==> config.mk <==
export PLATFORM = sky130hd
export DESIGN_NAME = eight_bit_timer
export DESIGN_NICKNAME = d
export VERILOG_FILES = /design/src/common/eight_bit_timer_pkg.sv /design/src/rtl/eight_bit_timer.sv
export SDC_FILE = /design/constraint.sdc
export NUM_CORES = 1
export LEC_CHECK = 0
export ABC_AREA = 1
export BUFFER_PORTS_ARGS = -buffer_cell sky130_fd_sc_hd__buf_2
export CAP_MARGIN = 25
export CORE_UTILIZATION = 51
export DETAILED_ROUTE_END_ITERATION = 10
export GPL_ROUTABILITY_DRIVEN = 0
export PLACE_DENSITY = 0.7
export SETUP_SLACK_MARGIN = 0.02
export SLEW_MARGIN = 40
export SYNTH_ARGS = -nofsm -noshare
export SYNTH_HDL_FRONTEND = slang
export SYNTH_SLANG_ARGS = --single-unit
export TNS_END_PERCENT = 5
==> constraint.sdc <==
create_clock -name CLK_SYS -period 3.16 [get_ports CLK_SYS]
set_input_delay 0.632 -clock CLK_SYS [delete_from_list [all_inputs] [get_ports CLK_SYS]]
set_output_delay 0.632 -clock CLK_SYS [all_outputs]
set_load 0.01 [all_outputs]
==> src/common/eight_bit_timer_pkg.sv <==
// Constants, register map and encodings for the dual-unit 8-bit timer.
// Assumes a 32-bit APB master and a single peripheral clock.
package eight_bit_timer_pkg;
	localparam int NUM_UNITS   = 2;
	localparam int CH_PER_UNIT = 2;
	localparam int NUM_CH      = NUM_UNITS * CH_PER_UNIT;
	localparam int CNT_W       = 8;
	localparam int PRE_W       = 13;
	localparam int EV_PER_CH   = 3;
	localparam int NUM_EV      = NUM_CH * EV_PER_CH;
	localparam int ST_CMA      = 0;
	localparam int ST_CMB      = 1;
	localparam int ST_OVF      = 2;
	localparam int ADDR_W      = 8;
	localparam int DATA_W      = 32;
	localparam int CH_LSB      = 4;
	localparam int CH_IDX_W    = 2;
	localparam int ROFF_W      = 4;

	// -----------------------------------------------------------------
	// Register map
	// -----------------------------------------------------------------
	localparam logic [ROFF_W-1:0] ROFF_CTRL = 4'h0;
	localparam logic [ROFF_W-1:0] ROFF_CMPA = 4'h4;
	localparam logic [ROFF_W-1:0] ROFF_CMPB = 4'h8;
	localparam logic [ROFF_W-1:0] ROFF_CNT  = 4'hc;
	localparam logic [ADDR_W-1:0] OFF_STAT  = 8'h40;
	localparam logic [ADDR_W-1:0] OFF_MASK  = 8'h44;
	localparam logic [ADDR_W-1:0] OFF_STOP  = 8'h48;
	localparam logic [ADDR_W-1:0] OFF_EVCFG = 8'h4c;
	localparam logic [ADDR_W-1:0] OFF_LIMIT = 8'h50;

	localparam logic [CNT_W-1:0]     CNT_MAX  = 8'hff;
	localparam logic [CNT_W-1:0]     CNT_ZERO = 8'h00;
	localparam logic [CNT_W-1:0]     CMP_RST  = 8'hff;
	localparam logic [NUM_UNITS-1:0] STOP_RST = 2'h3;

	// -----------------------------------------------------------------
	// Encodings
	// -----------------------------------------------------------------
	typedef enum logic [3:0] {
		CKS_OFF = 4'h0, CKS_DIV1, CKS_DIV2, CKS_DIV8, CKS_DIV32, CKS_DIV64,
		CKS_DIV1024, CKS_DIV8192, CKS_EXT, CKS_LINK
	} cks_t;
	typedef enum logic [1:0] {CLR_NONE = 2'h0, CLR_CMA, CLR_CMB, CLR_EXT} cclr_t;
	typedef enum logic [1:0] {OUT_HOLD = 2'h0, OUT_PULSE, OUT_TOGGLE, OUT_PWM} omd_t;
	typedef enum logic [1:0] {EV_NONE = 2'h0, EV_START, EV_COUNT, EV_RESTART} evact_t;
	typedef struct packed {
		omd_t  omd;
		cclr_t cclr;
		cks_t  cks;
	} ctrl_t;
	localparam ctrl_t CTRL_RST = '{omd: OUT_HOLD, cclr: CLR_NONE, cks: CKS_OFF};

	function automatic logic [PRE_W-1:0] div_mask(input cks_t c);
		case (c)
			CKS_DIV2:    div_mask = 13'h0001;
			CKS_DIV8:    div_mask = 13'h0007;
			CKS_DIV32:   div_mask = 13'h001f;
			CKS_DIV64:   div_mask = 13'h003f;
			CKS_DIV1024: div_mask = 13'h03ff;
			CKS_DIV8192: div_mask = 13'h1fff;
			default:     div_mask = 13'h0000;
		endcase
	endfunction
endpackage

==> src/rtl/eight_bit_timer.sv <==
// Two timer units, each with two 8-bit channels, behind an APB slave.
// Assumes pins are synchronous to CLK_SYS and single-cycle event inputs.
// How it works
// RL1: Each channel counts prescaled clock /1,/2,/8,/32,/64,/1024,/8192 or an external clock.
// RL2: There are two units of two channels, each with an 8-bit counter.
// RL3: Each channel compares against A and B, and a cascaded pair compares at 16 bits.
// RL4: The counter clears on match A, match B or the external reset input, as selected.
// RL5: Each channel drives a timer output as a duty-cycle pulse, a toggle or a PWM wave.
// RL6: In 16-bit mode the even channel is the upper byte and the odd channel the lower.
// RL7: In match count mode the odd channel counts match A events of the even channel.
// RL8: Each channel raises separate requests for match A, match B and overflow.
// RL9: Only even channels drive link outputs for match A, match B and overflow.
// RL10: An accepted link input starts, clocks or restarts the even channel of the unit.
// RL11: Match A and match B pulses serve as transfer controller triggers.
// RL12: The unit's odd-channel output serves as the serial channel baud clock.
// RL13: The output of channel 0 serves as the remote control receiver clock.
// RL14: Each unit can be stopped on its own, freezing its counters and events.
// RL15: A match is flagged in the first cycle the counter equals the compare value.
// RL16: Overflow is flagged when the counter wraps from all ones, at 16 bits in cascade.
//
// Our own choices: the register offsets and the APB interface to the registers.
`timescale 1ns/1ps
module eight_bit_timer
	import eight_bit_timer_pkg::*;
(
	input  wire logic                           CLK_SYS,
	input  wire logic                           SRST,
	input  wire logic                           PSEL,
	input  wire logic                           PENABLE,
	input  wire logic                           PWRITE,
	input  wire logic [ADDR_W-1:0]              PADDR,
	input  wire logic [DATA_W-1:0]              PWDATA,
	output logic      [DATA_W-1:0]              PRDATA,
	output logic                                PREADY,
	output logic                                PSLVERR,
	input  wire logic [NUM_CH-1:0]              EXT_CLK,
	input  wire logic [NUM_CH-1:0]              EXT_RST,
	input  wire logic [NUM_UNITS-1:0]           LINK_EVT_IN,
	output logic      [NUM_CH-1:0]              TIMER_OUT,
	output logic      [NUM_UNITS*EV_PER_CH-1:0] LINK_EVT_OUT,
	output logic      [NUM_EV-1:0]              IRQ_REQ,
	output logic                                IRQ,
	output logic      [2*NUM_CH-1:0]            XFER_TRIG,
	output logic      [NUM_UNITS-1:0]           BAUD_CLK,
	output logic                                RCV_CLK
);
	// -----------------------------------------------------------------
	// Bus decode
	// -----------------------------------------------------------------
	logic                access;
	logic                wr;
	logic                mapped;
	logic                glob;
	logic [CH_IDX_W-1:0] sel_ch;
	logic [ROFF_W-1:0]   roff;

	assign access  = PSEL & PENABLE;
	assign mapped  = ~|PADDR[1:0] && (PADDR < OFF_LIMIT);
	assign wr      = access & PWRITE & mapped;
	assign glob    = PADDR >= OFF_STAT;
	assign sel_ch  = PADDR[CH_LSB +: CH_IDX_W];
	assign roff    = PADDR[ROFF_W-1:0];
	assign PREADY  = 1'b1;
	assign PSLVERR = access & ~mapped;

	// -----------------------------------------------------------------
	// Registers
	// -----------------------------------------------------------------
	ctrl_t                ctrl_ff [NUM_CH];
	logic [CNT_W-1:0]     cmpa_ff [NUM_CH];
	logic [CNT_W-1:0]     cmpb_ff [NUM_CH];
	evact_t               evact_ff [NUM_UNITS];
	logic [NUM_EV-1:0]    status_ff;
	logic [NUM_EV-1:0]    mask_ff;
	logic [NUM_EV-1:0]    evt_ff;
	logic [NUM_EV-1:0]    evt_w;
	logic [NUM_EV-1:0]    w1c;
	logic [NUM_UNITS-1:0] stop_ff;
	logic [NUM_UNITS-1:0] started_ff;
	logic [DATA_W-1:0]    prdata_ff;
	logic [DATA_W-1:0]    rdata;
	logic [PRE_W-1:0]     pre_ff;
	logic [NUM_CH-1:0][CNT_W-1:0] cnt_w;

	always_ff @(posedge CLK_SYS) begin
		if (SRST) begin
			for (int i = 0; i < NUM_CH; i++) begin
				ctrl_ff[i] <= CTRL_RST;
				cmpa_ff[i] <= CMP_RST;
				cmpb_ff[i] <= CMP_RST;
			end
		end else if (wr && !glob) begin
			case (roff)
				ROFF_CTRL: ctrl_ff[sel_ch] <= ctrl_t'(PWDATA[CNT_W-1:0]);
				ROFF_CMPA: cmpa_ff[sel_ch] <= PWDATA[CNT_W-1:0];
				ROFF_CMPB: cmpb_ff[sel_ch] <= PWDATA[CNT_W-1:0];
				default: ;
			endcase
		end
	end

	always_ff @(posedge CLK_SYS) begin
		if (SRST) begin
			mask_ff <= '0;
			stop_ff <= STOP_RST;
			for (int u = 0; u < NUM_UNITS; u++) begin
				evact_ff[u] <= EV_NONE;
			end
		end else if (wr) begin
			case (PADDR)
				OFF_MASK: mask_ff <= PWDATA[NUM_EV-1:0];
				OFF_STOP: stop_ff <= PWDATA[NUM_UNITS-1:0]; // [RL14]
				OFF_EVCFG: begin
					for (int u = 0; u < NUM_UNITS; u++) begin
						evact_ff[u] <= evact_t'(PWDATA[2*u +: 2]);
					end
				end
				default: ;
			endcase
		end
	end

	// Event set wins over a same-cycle write-one-to-clear
	assign w1c = (wr && PADDR == OFF_STAT) ? PWDATA[NUM_EV-1:0] : '0;

	always_ff @(posedge CLK_SYS) begin
		if (SRST) begin
			status_ff <= '0;
			evt_ff    <= '0;
		end else begin
			evt_ff    <= evt_w;
			status_ff <= (status_ff & ~w1c) | evt_ff; // [RL8]
		end
	end

	always_comb begin
		rdata = '0;
		if (glob) begin
			case (PADDR)
				OFF_STAT:  rdata[NUM_EV-1:0] = status_ff;
				OFF_MASK:  rdata[NUM_EV-1:0] = mask_ff;
				OFF_STOP:  rdata[NUM_UNITS-1:0] = stop_ff;
				OFF_EVCFG: begin
					for (int u = 0; u < NUM_UNITS; u++) begin
						rdata[2*u +: 2] = evact_ff[u];
					end
				end
				default: ;
			endcase
		end else begin
			case (roff)
				ROFF_CTRL: rdata[CNT_W-1:0] = ctrl_ff[sel_ch];
				ROFF_CMPA: rdata[CNT_W-1:0] = cmpa_ff[sel_ch];
				ROFF_CMPB: rdata[CNT_W-1:0] = cmpb_ff[sel_ch];
				ROFF_CNT:  rdata[CNT_W-1:0] = cnt_w[sel_ch];
				default: ;
			endcase
		end
	end

	// Read data is captured in the setup cycle so the access phase needs no wait
	always_ff @(posedge CLK_SYS) begin
		if (SRST) begin
			prdata_ff <= '0;
		end else if (PSEL && !PENABLE && !PWRITE) begin
			prdata_ff <= rdata;
		end
	end
	assign PRDATA = prdata_ff;

	// -----------------------------------------------------------------
	// Prescaler
	// -----------------------------------------------------------------
	// Shared free-running divider; a channel's first tick may come early
	always_ff @(posedge CLK_SYS) begin
		if (SRST) begin
			pre_ff <= '0;
		end else begin
			pre_ff <= pre_ff + 13'h0001;
		end
	end

	// -----------------------------------------------------------------
	// Units
	// -----------------------------------------------------------------
	logic [NUM_CH-1:0]            tick_w;
	logic [NUM_CH-1:0]            wrap_w;
	logic [NUM_CH-1:0]            cma_w;
	logic [NUM_CH-1:0]            upd_w;
	logic [NUM_CH-1:0]            tmo_w;
	logic [NUM_UNITS-1:0]         c16_w;
	logic [NUM_UNITS-1:0]         eqa16_w;
	logic [NUM_UNITS-1:0]         eqb16_w;
	logic [NUM_UNITS-1:0]         link_acc_w;
	logic [NUM_UNITS-1:0]         run_w;

	for (genvar u = 0; u < NUM_UNITS; u++) begin : gen_unit
		localparam int EV = u * CH_PER_UNIT;
		assign c16_w[u]      = ctrl_ff[EV].cks == CKS_LINK; // [RL6]
		assign eqa16_w[u]    = {cnt_w[EV], cnt_w[EV+1]} == {cmpa_ff[EV], cmpa_ff[EV+1]}; // [RL3]
		assign eqb16_w[u]    = {cnt_w[EV], cnt_w[EV+1]} == {cmpb_ff[EV], cmpb_ff[EV+1]}; // [RL3]
		assign link_acc_w[u] = LINK_EVT_IN[u] & ~stop_ff[u];
		assign run_w[u]      = (evact_ff[u] != EV_START) || started_ff[u];
		assign LINK_EVT_OUT[u*EV_PER_CH +: EV_PER_CH] = evt_ff[EV*EV_PER_CH +: EV_PER_CH]; // [RL9]
		assign BAUD_CLK[u]   = tmo_w[EV+1]; // [RL12]

		always_ff @(posedge CLK_SYS) begin
			if (SRST) begin
				started_ff[u] <= 1'b0;
			end else if (wr && PADDR == OFF_EVCFG) begin
				started_ff[u] <= 1'b0;
			end else if (link_acc_w[u] && evact_ff[u] == EV_START) begin
				started_ff[u] <= 1'b1; // [RL10]
			end
		end
	end

	// -----------------------------------------------------------------
	// Channels
	// -----------------------------------------------------------------
	for (genvar ch = 0; ch < NUM_CH; ch++) begin : gen_ch
		localparam int U       = ch / CH_PER_UNIT;
		localparam int EV      = U * CH_PER_UNIT;
		localparam int OD      = EV + 1;
		localparam bit IS_EVEN = (ch % CH_PER_UNIT) == 0;
		logic [CNT_W-1:0] cnt_ff;
		logic [CNT_W-1:0] nxt_cnt;
		logic             upd_ff;
		logic             ext_d_ff;
		logic             tmo_ff;
		logic             nxt_tmo;
		logic             partner_evt;
		logic             tick_src;
		logic             tick;
		logic             tclr;
		logic             gang;
		logic             eqa;
		logic             eqb;
		logic             own_eqa;
		logic             own_eqb;
		logic             mclr;
		logic             clr_now;
		logic             restart;
		logic             wr_cnt;
		logic             cma;
		logic             cmb;
		logic             evt_upd;
		ctrl_t            cfg;

		assign partner_evt = IS_EVEN ? wrap_w[OD] : cma_w[EV]; // [RL6] [RL7]

		always_comb begin
			case (ctrl_ff[ch].cks)
				CKS_OFF:  tick_src = 1'b0;
				CKS_EXT:  tick_src = EXT_CLK[ch] & ~ext_d_ff; // [RL1]
				CKS_LINK: tick_src = partner_evt;
				default:  tick_src = (pre_ff & div_mask(ctrl_ff[ch].cks))
				                     == div_mask(ctrl_ff[ch].cks); // [RL1]
			endcase
			if (IS_EVEN && evact_ff[U] == EV_COUNT) begin
				tick_src = link_acc_w[U]; // [RL10]
			end
		end

		assign gang    = c16_w[U];
		assign cfg     = gang ? ctrl_ff[EV] : ctrl_ff[ch];
		assign tick    = tick_src & ~stop_ff[U] & (run_w[U] | ~(IS_EVEN | gang)); // [RL14]
		assign tclr    = gang ? tick_w[OD] : tick;
		assign own_eqa = cnt_ff == cmpa_ff[ch];
		assign own_eqb = cnt_ff == cmpb_ff[ch];
		assign eqa     = gang ? eqa16_w[U] : own_eqa;
		assign eqb     = gang ? eqb16_w[U] : own_eqb;
		assign restart = link_acc_w[U] & (evact_ff[U] == EV_RESTART) & (IS_EVEN | gang);
		assign mclr    = tclr & ((cfg.cclr == CLR_CMA & eqa) | (cfg.cclr == CLR_CMB & eqb)); // [RL4]
		assign clr_now = ~stop_ff[U] & ((cfg.cclr == CLR_EXT & EXT_RST[gang ? EV : ch])
		                 | restart); // [RL4] [RL10]
		assign wr_cnt  = wr & ~glob & (sel_ch == CH_IDX_W'(ch)) & (roff == ROFF_CNT);
		assign wrap_w[ch] = tick & (cnt_ff == CNT_MAX) & ~mclr & ~clr_now & ~wr_cnt; // [RL16]

		// A 16-bit match on the upper channel can follow either byte moving
		assign evt_upd = upd_ff | (IS_EVEN & gang & upd_w[OD]);
		assign cma     = evt_upd & ((IS_EVEN & gang) ? eqa16_w[U] : own_eqa); // [RL15]
		assign cmb     = evt_upd & ((IS_EVEN & gang) ? eqb16_w[U] : own_eqb); // [RL15]

		assign nxt_cnt = wr_cnt ? PWDATA[CNT_W-1:0]
		               : (clr_now || mclr) ? CNT_ZERO
		               : tick ? cnt_ff + 8'h01 : cnt_ff; // [RL2]

		always_comb begin
			nxt_tmo = tmo_ff;
			case (ctrl_ff[ch].omd)
				OUT_PULSE:  nxt_tmo = cmb ? 1'b0 : (cma ? 1'b1 : tmo_ff); // [RL5]
				OUT_TOGGLE: nxt_tmo = cma ? ~tmo_ff : tmo_ff; // [RL5]
				OUT_PWM:    nxt_tmo = cma ? 1'b0
				                      : (mclr || clr_now || wrap_w[ch]) ? 1'b1 : tmo_ff; // [RL5]
				default: ;
			endcase
		end

		always_ff @(posedge CLK_SYS) begin
			if (SRST) begin
				cnt_ff   <= CNT_ZERO;
				upd_ff   <= 1'b0;
				ext_d_ff <= 1'b0;
				tmo_ff   <= 1'b0;
			end else begin
				cnt_ff   <= nxt_cnt;
				upd_ff   <= tick | mclr;
				ext_d_ff <= EXT_CLK[ch];
				tmo_ff   <= nxt_tmo;
			end
		end

		assign cnt_w[ch]  = cnt_ff;
		assign tick_w[ch] = tick;
		assign cma_w[ch]  = cma;
		assign upd_w[ch]  = upd_ff;
		assign tmo_w[ch]  = tmo_ff;
		assign evt_w[ch*EV_PER_CH + ST_CMA] = cma; // [RL8]
		assign evt_w[ch*EV_PER_CH + ST_CMB] = cmb; // [RL8]
		assign evt_w[ch*EV_PER_CH + ST_OVF] = wrap_w[ch]; // [RL8]
		assign XFER_TRIG[2*ch]     = evt_ff[ch*EV_PER_CH + ST_CMA]; // [RL11]
		assign XFER_TRIG[2*ch + 1] = evt_ff[ch*EV_PER_CH + ST_CMB]; // [RL11]
		assign TIMER_OUT[ch]       = tmo_ff;
	end

	assign IRQ_REQ = status_ff & mask_ff;
	assign IRQ     = |IRQ_REQ;
	assign RCV_CLK = tmo_w[0]; // [RL13]
endmodule

==> results of run 1 <==
## what timing repair did
action,4_1_cts,5_1_grt
resized for setup,0,1
endpoints found under the setup margin,0,8
buffers inserted,0,0
## metal layers
metal  vias to the layer above  track usage, %  part of all wire (%)
met5                         -               0                     0
met4                         0            20.5                   7.5
met3                       194            5.87                   9.3
met2                       641            49.7                    44
met1                      5211            38.6                    39
li1                       5445               -                     -
## state kept, by name, summed over array words and instances, names as in the netlist
register,cells
cmpa_ff,32
cmpb_ff,32
ctrl_ff,32
gen_ch.cnt_ff,32
pre_ff,13
PRDATA,12
evt_ff,12
mask_ff,12
status_ff,12
evact_ff,4
gen_ch.ext_d_ff,4
gen_ch.tmo_ff,3
gen_ch.upd_ff,2
gen_ch.evt_upd,2
started_ff,2
stop_ff,2
RCV_CLK,1
## worst max-delay path, cell delays in order (launching register included)
cell,delay [ns]
dfxtp_1,0.55
inv_1,0.18
nand2_1,0.09
nand2_1,0.05
nor2_1,0.09
nand2_1,0.08
nor2_2,0.22
nand4_1,0.12
nand2_1,0.11
nand2_2,0.11
nor2_2,0.14
nand4_1,0.10
nand2_1,0.07
nand2_1,0.04
nand2_1,0.08
nand2_2,0.07
buf_4,0.18
nand3_1,0.26
nand3_1,0.12
nand3_1,0.08
inv_1,0.04
## stage by stage
step	util (%)	total power, W
after detailed placement	54.6	0.00353
after global placement	54.6	0.00352
after global routing	58.3	0.00667
after floorplan	-	0.00333
final	58.3	0.00650
after CTS	58.2	0.00650
## where the power goes
part | total [W] | switching [W] | internal [W]
sequential | 0.00298 | 0.0000710 | 0.00291
combinational | 0.000507 | 0.000360 | 0.000147
clock | 0.00301 | 0.00116 | 0.00186
total | 0.00650 | 0.00159 | 0.00491
## layout by cell type (no fill, tap or decap), types with 36 or more instances in the layout
cell type,instances
a21oi_1,80
buf_2,81
buf_4,50
dfxtp_1,109
edfxtp_1,100
inv_1,208
nand2_1,303
nand3_1,121
nand4_1,36
nor2_1,163
o21ai_0,88
## area by class of cell
class / instances / area (sq um) / area share (%)
clock buffer: 25 / 593 / 4.35
clock inverter: 17 / 256 / 1.88
inverter: 221 / 832 / 6.10
multi-input combinational: 1082 / 5590 / 41.0
sequential: 209 / 5180 / 38.0
tap: 319 / 399 / 2.93
timing repair buffer: 131 / 781 / 5.73
## final timing paths
check | from | end | slack (ns)
setup / recovery | gen_ch[0].cnt_ff[6] | gen_ch[0].cnt_ff[3] | 0.27
hold / removal | EXT_CLK[0] | gen_ch[0].ext_d_ff | 0.33
setup reg to reg | gen_ch[0].cnt_ff[6] | gen_ch[0].cnt_ff[3] | 0.27
hold reg to reg | evt_ff[11] | status_ff[11] | 0.43
## cells by family after synthesis
kind of cell	count (synthesis)	synth area share [%]
buffers and inverters	332	11.9
flip-flops	209	42.7
AO/OA/AOI/OAI	301	15.2
AND/OR/NAND/NOR	700	25.6
other	2	0.0619
adder cells (fa/ha/maj)	5	0.515
XOR/XNOR	55	3.97
==> summary.md, run 1 <==
| Metric | Value |
|---|---|
| Final cell count without fillers | `roughly 2000` |
| Critical path endpoint category | `register` |
| Most common cell in the netlist | `nand2_1` |
| CTS tree | `yes` |
| Final setup violating endpoints | `0` |
| Reg2reg path depth | `20` |
| Drt pass-1 iters | `6` |
| Routed length per placed instance | `about 19 um` |
| HPWL Detailed | `between 20000 and 30000 um` |
| Required @ worst endpoint | `3.59 ns` |
| Max VDD drop | `roughly 0.3 mV` |
| Synth top area cells | `edfxtp_1 (25%), dfxtp_1 (18%), nand2_1 (9.4%), inv_1 (6.4%), nor2_1 (5.1%)` |
| Area Growth Syn to Fin | `12.4%` |
| Hold Crit Class | `in2reg` |
| Vias/cell | `between 5 and 6` |
| Worst setup margin | `roughly 0.27 ns` |
| Critical path class | `reg2reg` |
| Core area | `approximately 23000 sq um` |
| Final worst-path cycle share | `91.4%` |
| First-pass GRT wire length | `57700 um` |
| CTS Root Cell | `clkbuf_16` |
| N_diodes | `0` |
| Initial DRC Count | `1254` |
| Hold path depth | `3` |
| Final Hold Viols | `0` |
| Yosys cell types | `between 50 and 60` |
| Post-synth EDFFs | `100` |
| CTS Buf Count | `23` |
| Overflow after GRT | `0` |
| Synthesized cell area | `12100 sq um` |
| RSZ-0062 raised after global routing | `no` |
| Ys async rst share | `0%` |
| Clock sink count | `~210` |
| Nets | `roughly 1700` |
| Clock Skew | `0.0138 ns` |
| Count of input and output buffers | `81` |
| Leak pwr | `5.84 nW` |
| Placed Cells | `1962` |
| Dpl ws | `0.0327 ns` |
| Largest net degree at the start of global routing | `42` |
| Synth cell count leaders | `nand2_1 (303), inv_1 (208), nor2_1 (166), nand3_1 (122), dfxtp_1 (109)` |
| DRC | `0` |
| Hold buffer count at cts | `0` |
| Initial core utilization | `51.9%` |
| Max-slew violations | `0` |
| Initial antenna violation count | `0` |
| Top Ports | `123` |
| Pwr Density | `477 nW/um^2` |
| Share of cells above drive strength 1 | `a little over an eighth` |
| Via count | `11491` |
| Area leader, netlist | `edfxtp_1` |
| Slew headroom | `35.7%` |
| Clock-pin slew on the worst setup and hold paths | `around 0.06 ns` |
| Post-Syn Instances | `between 1500 and 2000` |
| Final ANT Viol Nets | `0` |
| Post-DP Area | `around 13000 sq um` |
| Final instance area | `13600 sq um` |
| Yosys warnings | `0` |
| Die H | `156 um` |
| Worst hold slack | `roughly 0.33 ns` |
| Min Tclk post-route | `2.89 ns` |
| Critical path arrival | `about 3.3 ns` |
| Synth Flop Type | `dfxtp_1` |
| Status | `finished, final reports clean` |
| Fmax | `346 MHz` |
| Worst Tran Pin Value | `0.964 ns` |
| Yosys reg bits | `209` |
| Synth top area share | `approximately 25%` |
| Htree depth | `1` |
| CP startpoint kind | `register` |
| Row count | `56` |
| FILL cells | `2213` |
| Vias in the first global route | `around 11000` |
| Setup TNS | `0 ns` |
| DIE AREA | `24400 sq um` |
| Gr usage total | `31.2%` |
| Die width | `156 um` |
| Drt total wl | `37800 um` |
| Register area share after synthesis | `42.7%` |
| CTS Buffer Depth | `3` |
| Synthesized area per cell | `between 7 and 8 sq um` |
| Clk Latency, worst-skew pair | `~0.53 ns` |
| Max-cap check violation count | `0` |
| Crit path max fanout | `11` |
Note: power is estimated with default switching activity, not from simulation.
==> run 2: changes to the inputs <==
--- a/config.mk
+++ b/config.mk
@@ -12,6 +12,7 @@
 export DETAILED_ROUTE_END_ITERATION = 10
 export GPL_ROUTABILITY_DRIVEN = 0
 export PLACE_DENSITY = 0.7
+export REMOVE_ABC_BUFFERS = 1
 export SETUP_SLACK_MARGIN = 0.02
 export SLEW_MARGIN = 40
 export SYNTH_ARGS = -nofsm -noshare
==> run 2 against run 1 <==
  * Flip-flop and latch count did not move
  * Maximum frequency fell by 3.6%
  * Cell area rose by 0.25%
  * Clock skew rose by 0.00081 ns
  * Worst hold slack improved by 0.016 ns
  * Sequential share of layout area fell by 0.094 points
  * Critical path depth fell by 2
  * Sequential power barely moved
  * Largest cell class unchanged
  * Largest power group is now sequential cells
==> summary.md, run 2 (synthesis results as in run 1) <==
| Metric | Value |
|---|---|
| Status | `finished, final reports clean` |
| RSZ-0062 raised after global routing | `no` |
| Gr usage total | `32.2%` |
| FILL cells | `2183` |
| R2r startpoint | `ctrl_ff[0][2]` |
| Crit path from | `ctrl_ff[0][2]` |
| Final Hold Viols | `0` |
| DIE AREA | `24400 sq um` |
| CTS Root Cell | `clkbuf_16` |
| Overflow after GRT | `0` |
| Final cell count without fillers | `2019` |
| Hold buffer count at cts | `0` |
| Post-CTS Setup Inserts | `0` |
| CTS Buf Count | `23` |
| Initial DRC Count | `1268` |
| Setup TNS | `0 ns` |
| Crit path max fanout | `11` |
| Placed Cells | `1977` |
| Nets | `1743` |
| Fmax | `334 MHz` |
| Max-slew violations | `0` |
| First-pass GRT wire length | `about 59000 um` |
| Hold Crit Class | `in2reg` |
| Core area | `23400 sq um` |
| Clock sink count | `around 210` |
| Dpl ws | `-0.0336 ns` |
| Slew headroom | `42.5%` |
| Clock Skew | `0.0146 ns` |
| Met1 Wirelength | `16100 um` |
| Routed length per placed instance | `~20 um` |
| Die H | `156 um` |
| N_diodes | `0` |
| HPWL Detailed | `approximately 30000 um` |
| Final worst-path cycle share | `between 90% and 100%` |
| CP startpoint kind | `register` |
| Clock-pin slew on the worst setup and hold paths | `0.06 ns` |
| Required @ worst endpoint | `roughly 3.6 ns` |
| Met2 routed WL | `17200 um` |
| Sequential cell area | `5180 sq um` |
| Count of input and output buffers | `81` |
| Top sig layer | `met4` |
| Clk Latency, worst-skew pair | `between 0.5 and 0.6 ns` |
| Hold path start | `EXT_CLK[1]` |
| DRC | `0` |
| Largest net degree at the start of global routing | `53` |
| Commonest non-fill, non-tap cell in the layout | `nand2_1` |
| Htree depth | `1` |
| Row count | `56` |
| Most frequent cells in the layout | `nand2_1 (303), inv_1 (204), nor2_1 (165)` |
| Min Tclk post-route | `3.00 ns` |
| Leak pwr | `5.88 nW` |
| CTS tree | `yes` |
| Top Ports | `123` |
| Vias in the first global route | `approximately 11000` |
| Critical path endpoint category | `register` |
| Drt total wl | `39400 um` |
| Final ANT Viol Nets | `0` |
| Share of cells above drive strength 1 | `13.9%` |
| Drt pass-1 iters | `6` |
| Area of the multi-input gates | `5590 sq um` |
| Area Growth Syn to Fin | `12.6%` |
| Worst setup margin | `0.163 ns` |
| Max VDD drop | `0.266 mV` |
| CTS Buffer Depth | `3` |
| Initial antenna violation count | `0` |
| Final setup violating endpoints | `0` |
| Post-layout power | `0.00621 W` |
| Fin util | `around three fifths` |
| Critical path arrival | `3.41 ns` |
| Vias/cell | `5.75` |
| Initial core utilization | `between 50% and 60%` |
| Via count | `approximately 12000` |
| Critical path class | `reg2reg` |
| Worst Tran Pin Value | `around 0.86 ns` |
| Max-cap check violation count | `0` |
| Met3 WL | `between 3000 and 4000 um` |
| Pwr Density | `454 nW/um^2` |
| Die width | `156 um` |
-- run 2: final timing paths --
kind                                           end  depth (start not counted)  slack, ns
worst max-delay path                       RCV_CLK                         18       0.16
worst min-delay path            gen_ch[1].ext_d_ff                          3       0.34
worst max register to register             RCV_CLK                         18       0.16
worst min register to register        status_ff[9]                          2       0.45
-- run 2: layout make-up --
class / count / share of cell area (%)
multi-input combinational: 1082 / 40.9
sequential: 209 / 37.9
timing repair buffer: 146 / 6.63
inverter: 221 / 6.09
clock buffer: 34 / 4.82
tap: 319 / 2.92
clock inverter: 8 / 0.732
-- run 2: routing by layer --
layer / GRT usage, % / vias up
li1: - / 5470
met1: 43.2 / 5371
met2: 50.4 / 657
met3: 4.32 / 121
met4: 17.9 / 0
met5: 0 / -
-- run 2: critical path, cell delays in order (launching register included) --
cell and delay, ns:
edfxtp_1 0.45, nor2_1 0.17, nand3_1 0.21, o21ai_0 0.50, buf_4 0.20, a21oi_2 0.06
nand2_2 0.13, nor2_2 0.05, nand4_1 0.06, nand2_1 0.05, nand2_1 0.08, nand2_1 0.09
nand2_2 0.08, nand2_2 0.05, nand2_2 0.16, buf_4 0.21, nand3_1 0.11, a21oi_1 0.16
nor2_1 0.06
-- run 2: per-stage QoR --
step	hold slack [ns]	cell area [sq um]
detailed placement	0.434	12900
finish	0.344	13700
floorplan	0.409	11600
CTS	0.334	13700
global placement	0.419	12900
global route	0.349	13700
-- run 2: where the power goes --
part | switching (W) | internal [W] | leakage, nW | total, W
clock network | 0.00109 | 0.00161 | 0.373 | 0.00271
logic | 0.000357 | 0.000151 | 3.64 | 0.000509
registers | 0.0000766 | 0.00291 | 1.87 | 0.00299
total | 0.00153 | 0.00468 | 5.88 | 0.00621
-- run 2: timing repair --
action,4_1_cts,5_1_grt
gates resized for setup,0,2
endpoints found under the hold margin,0,0
setup endpoints to repair,0,8
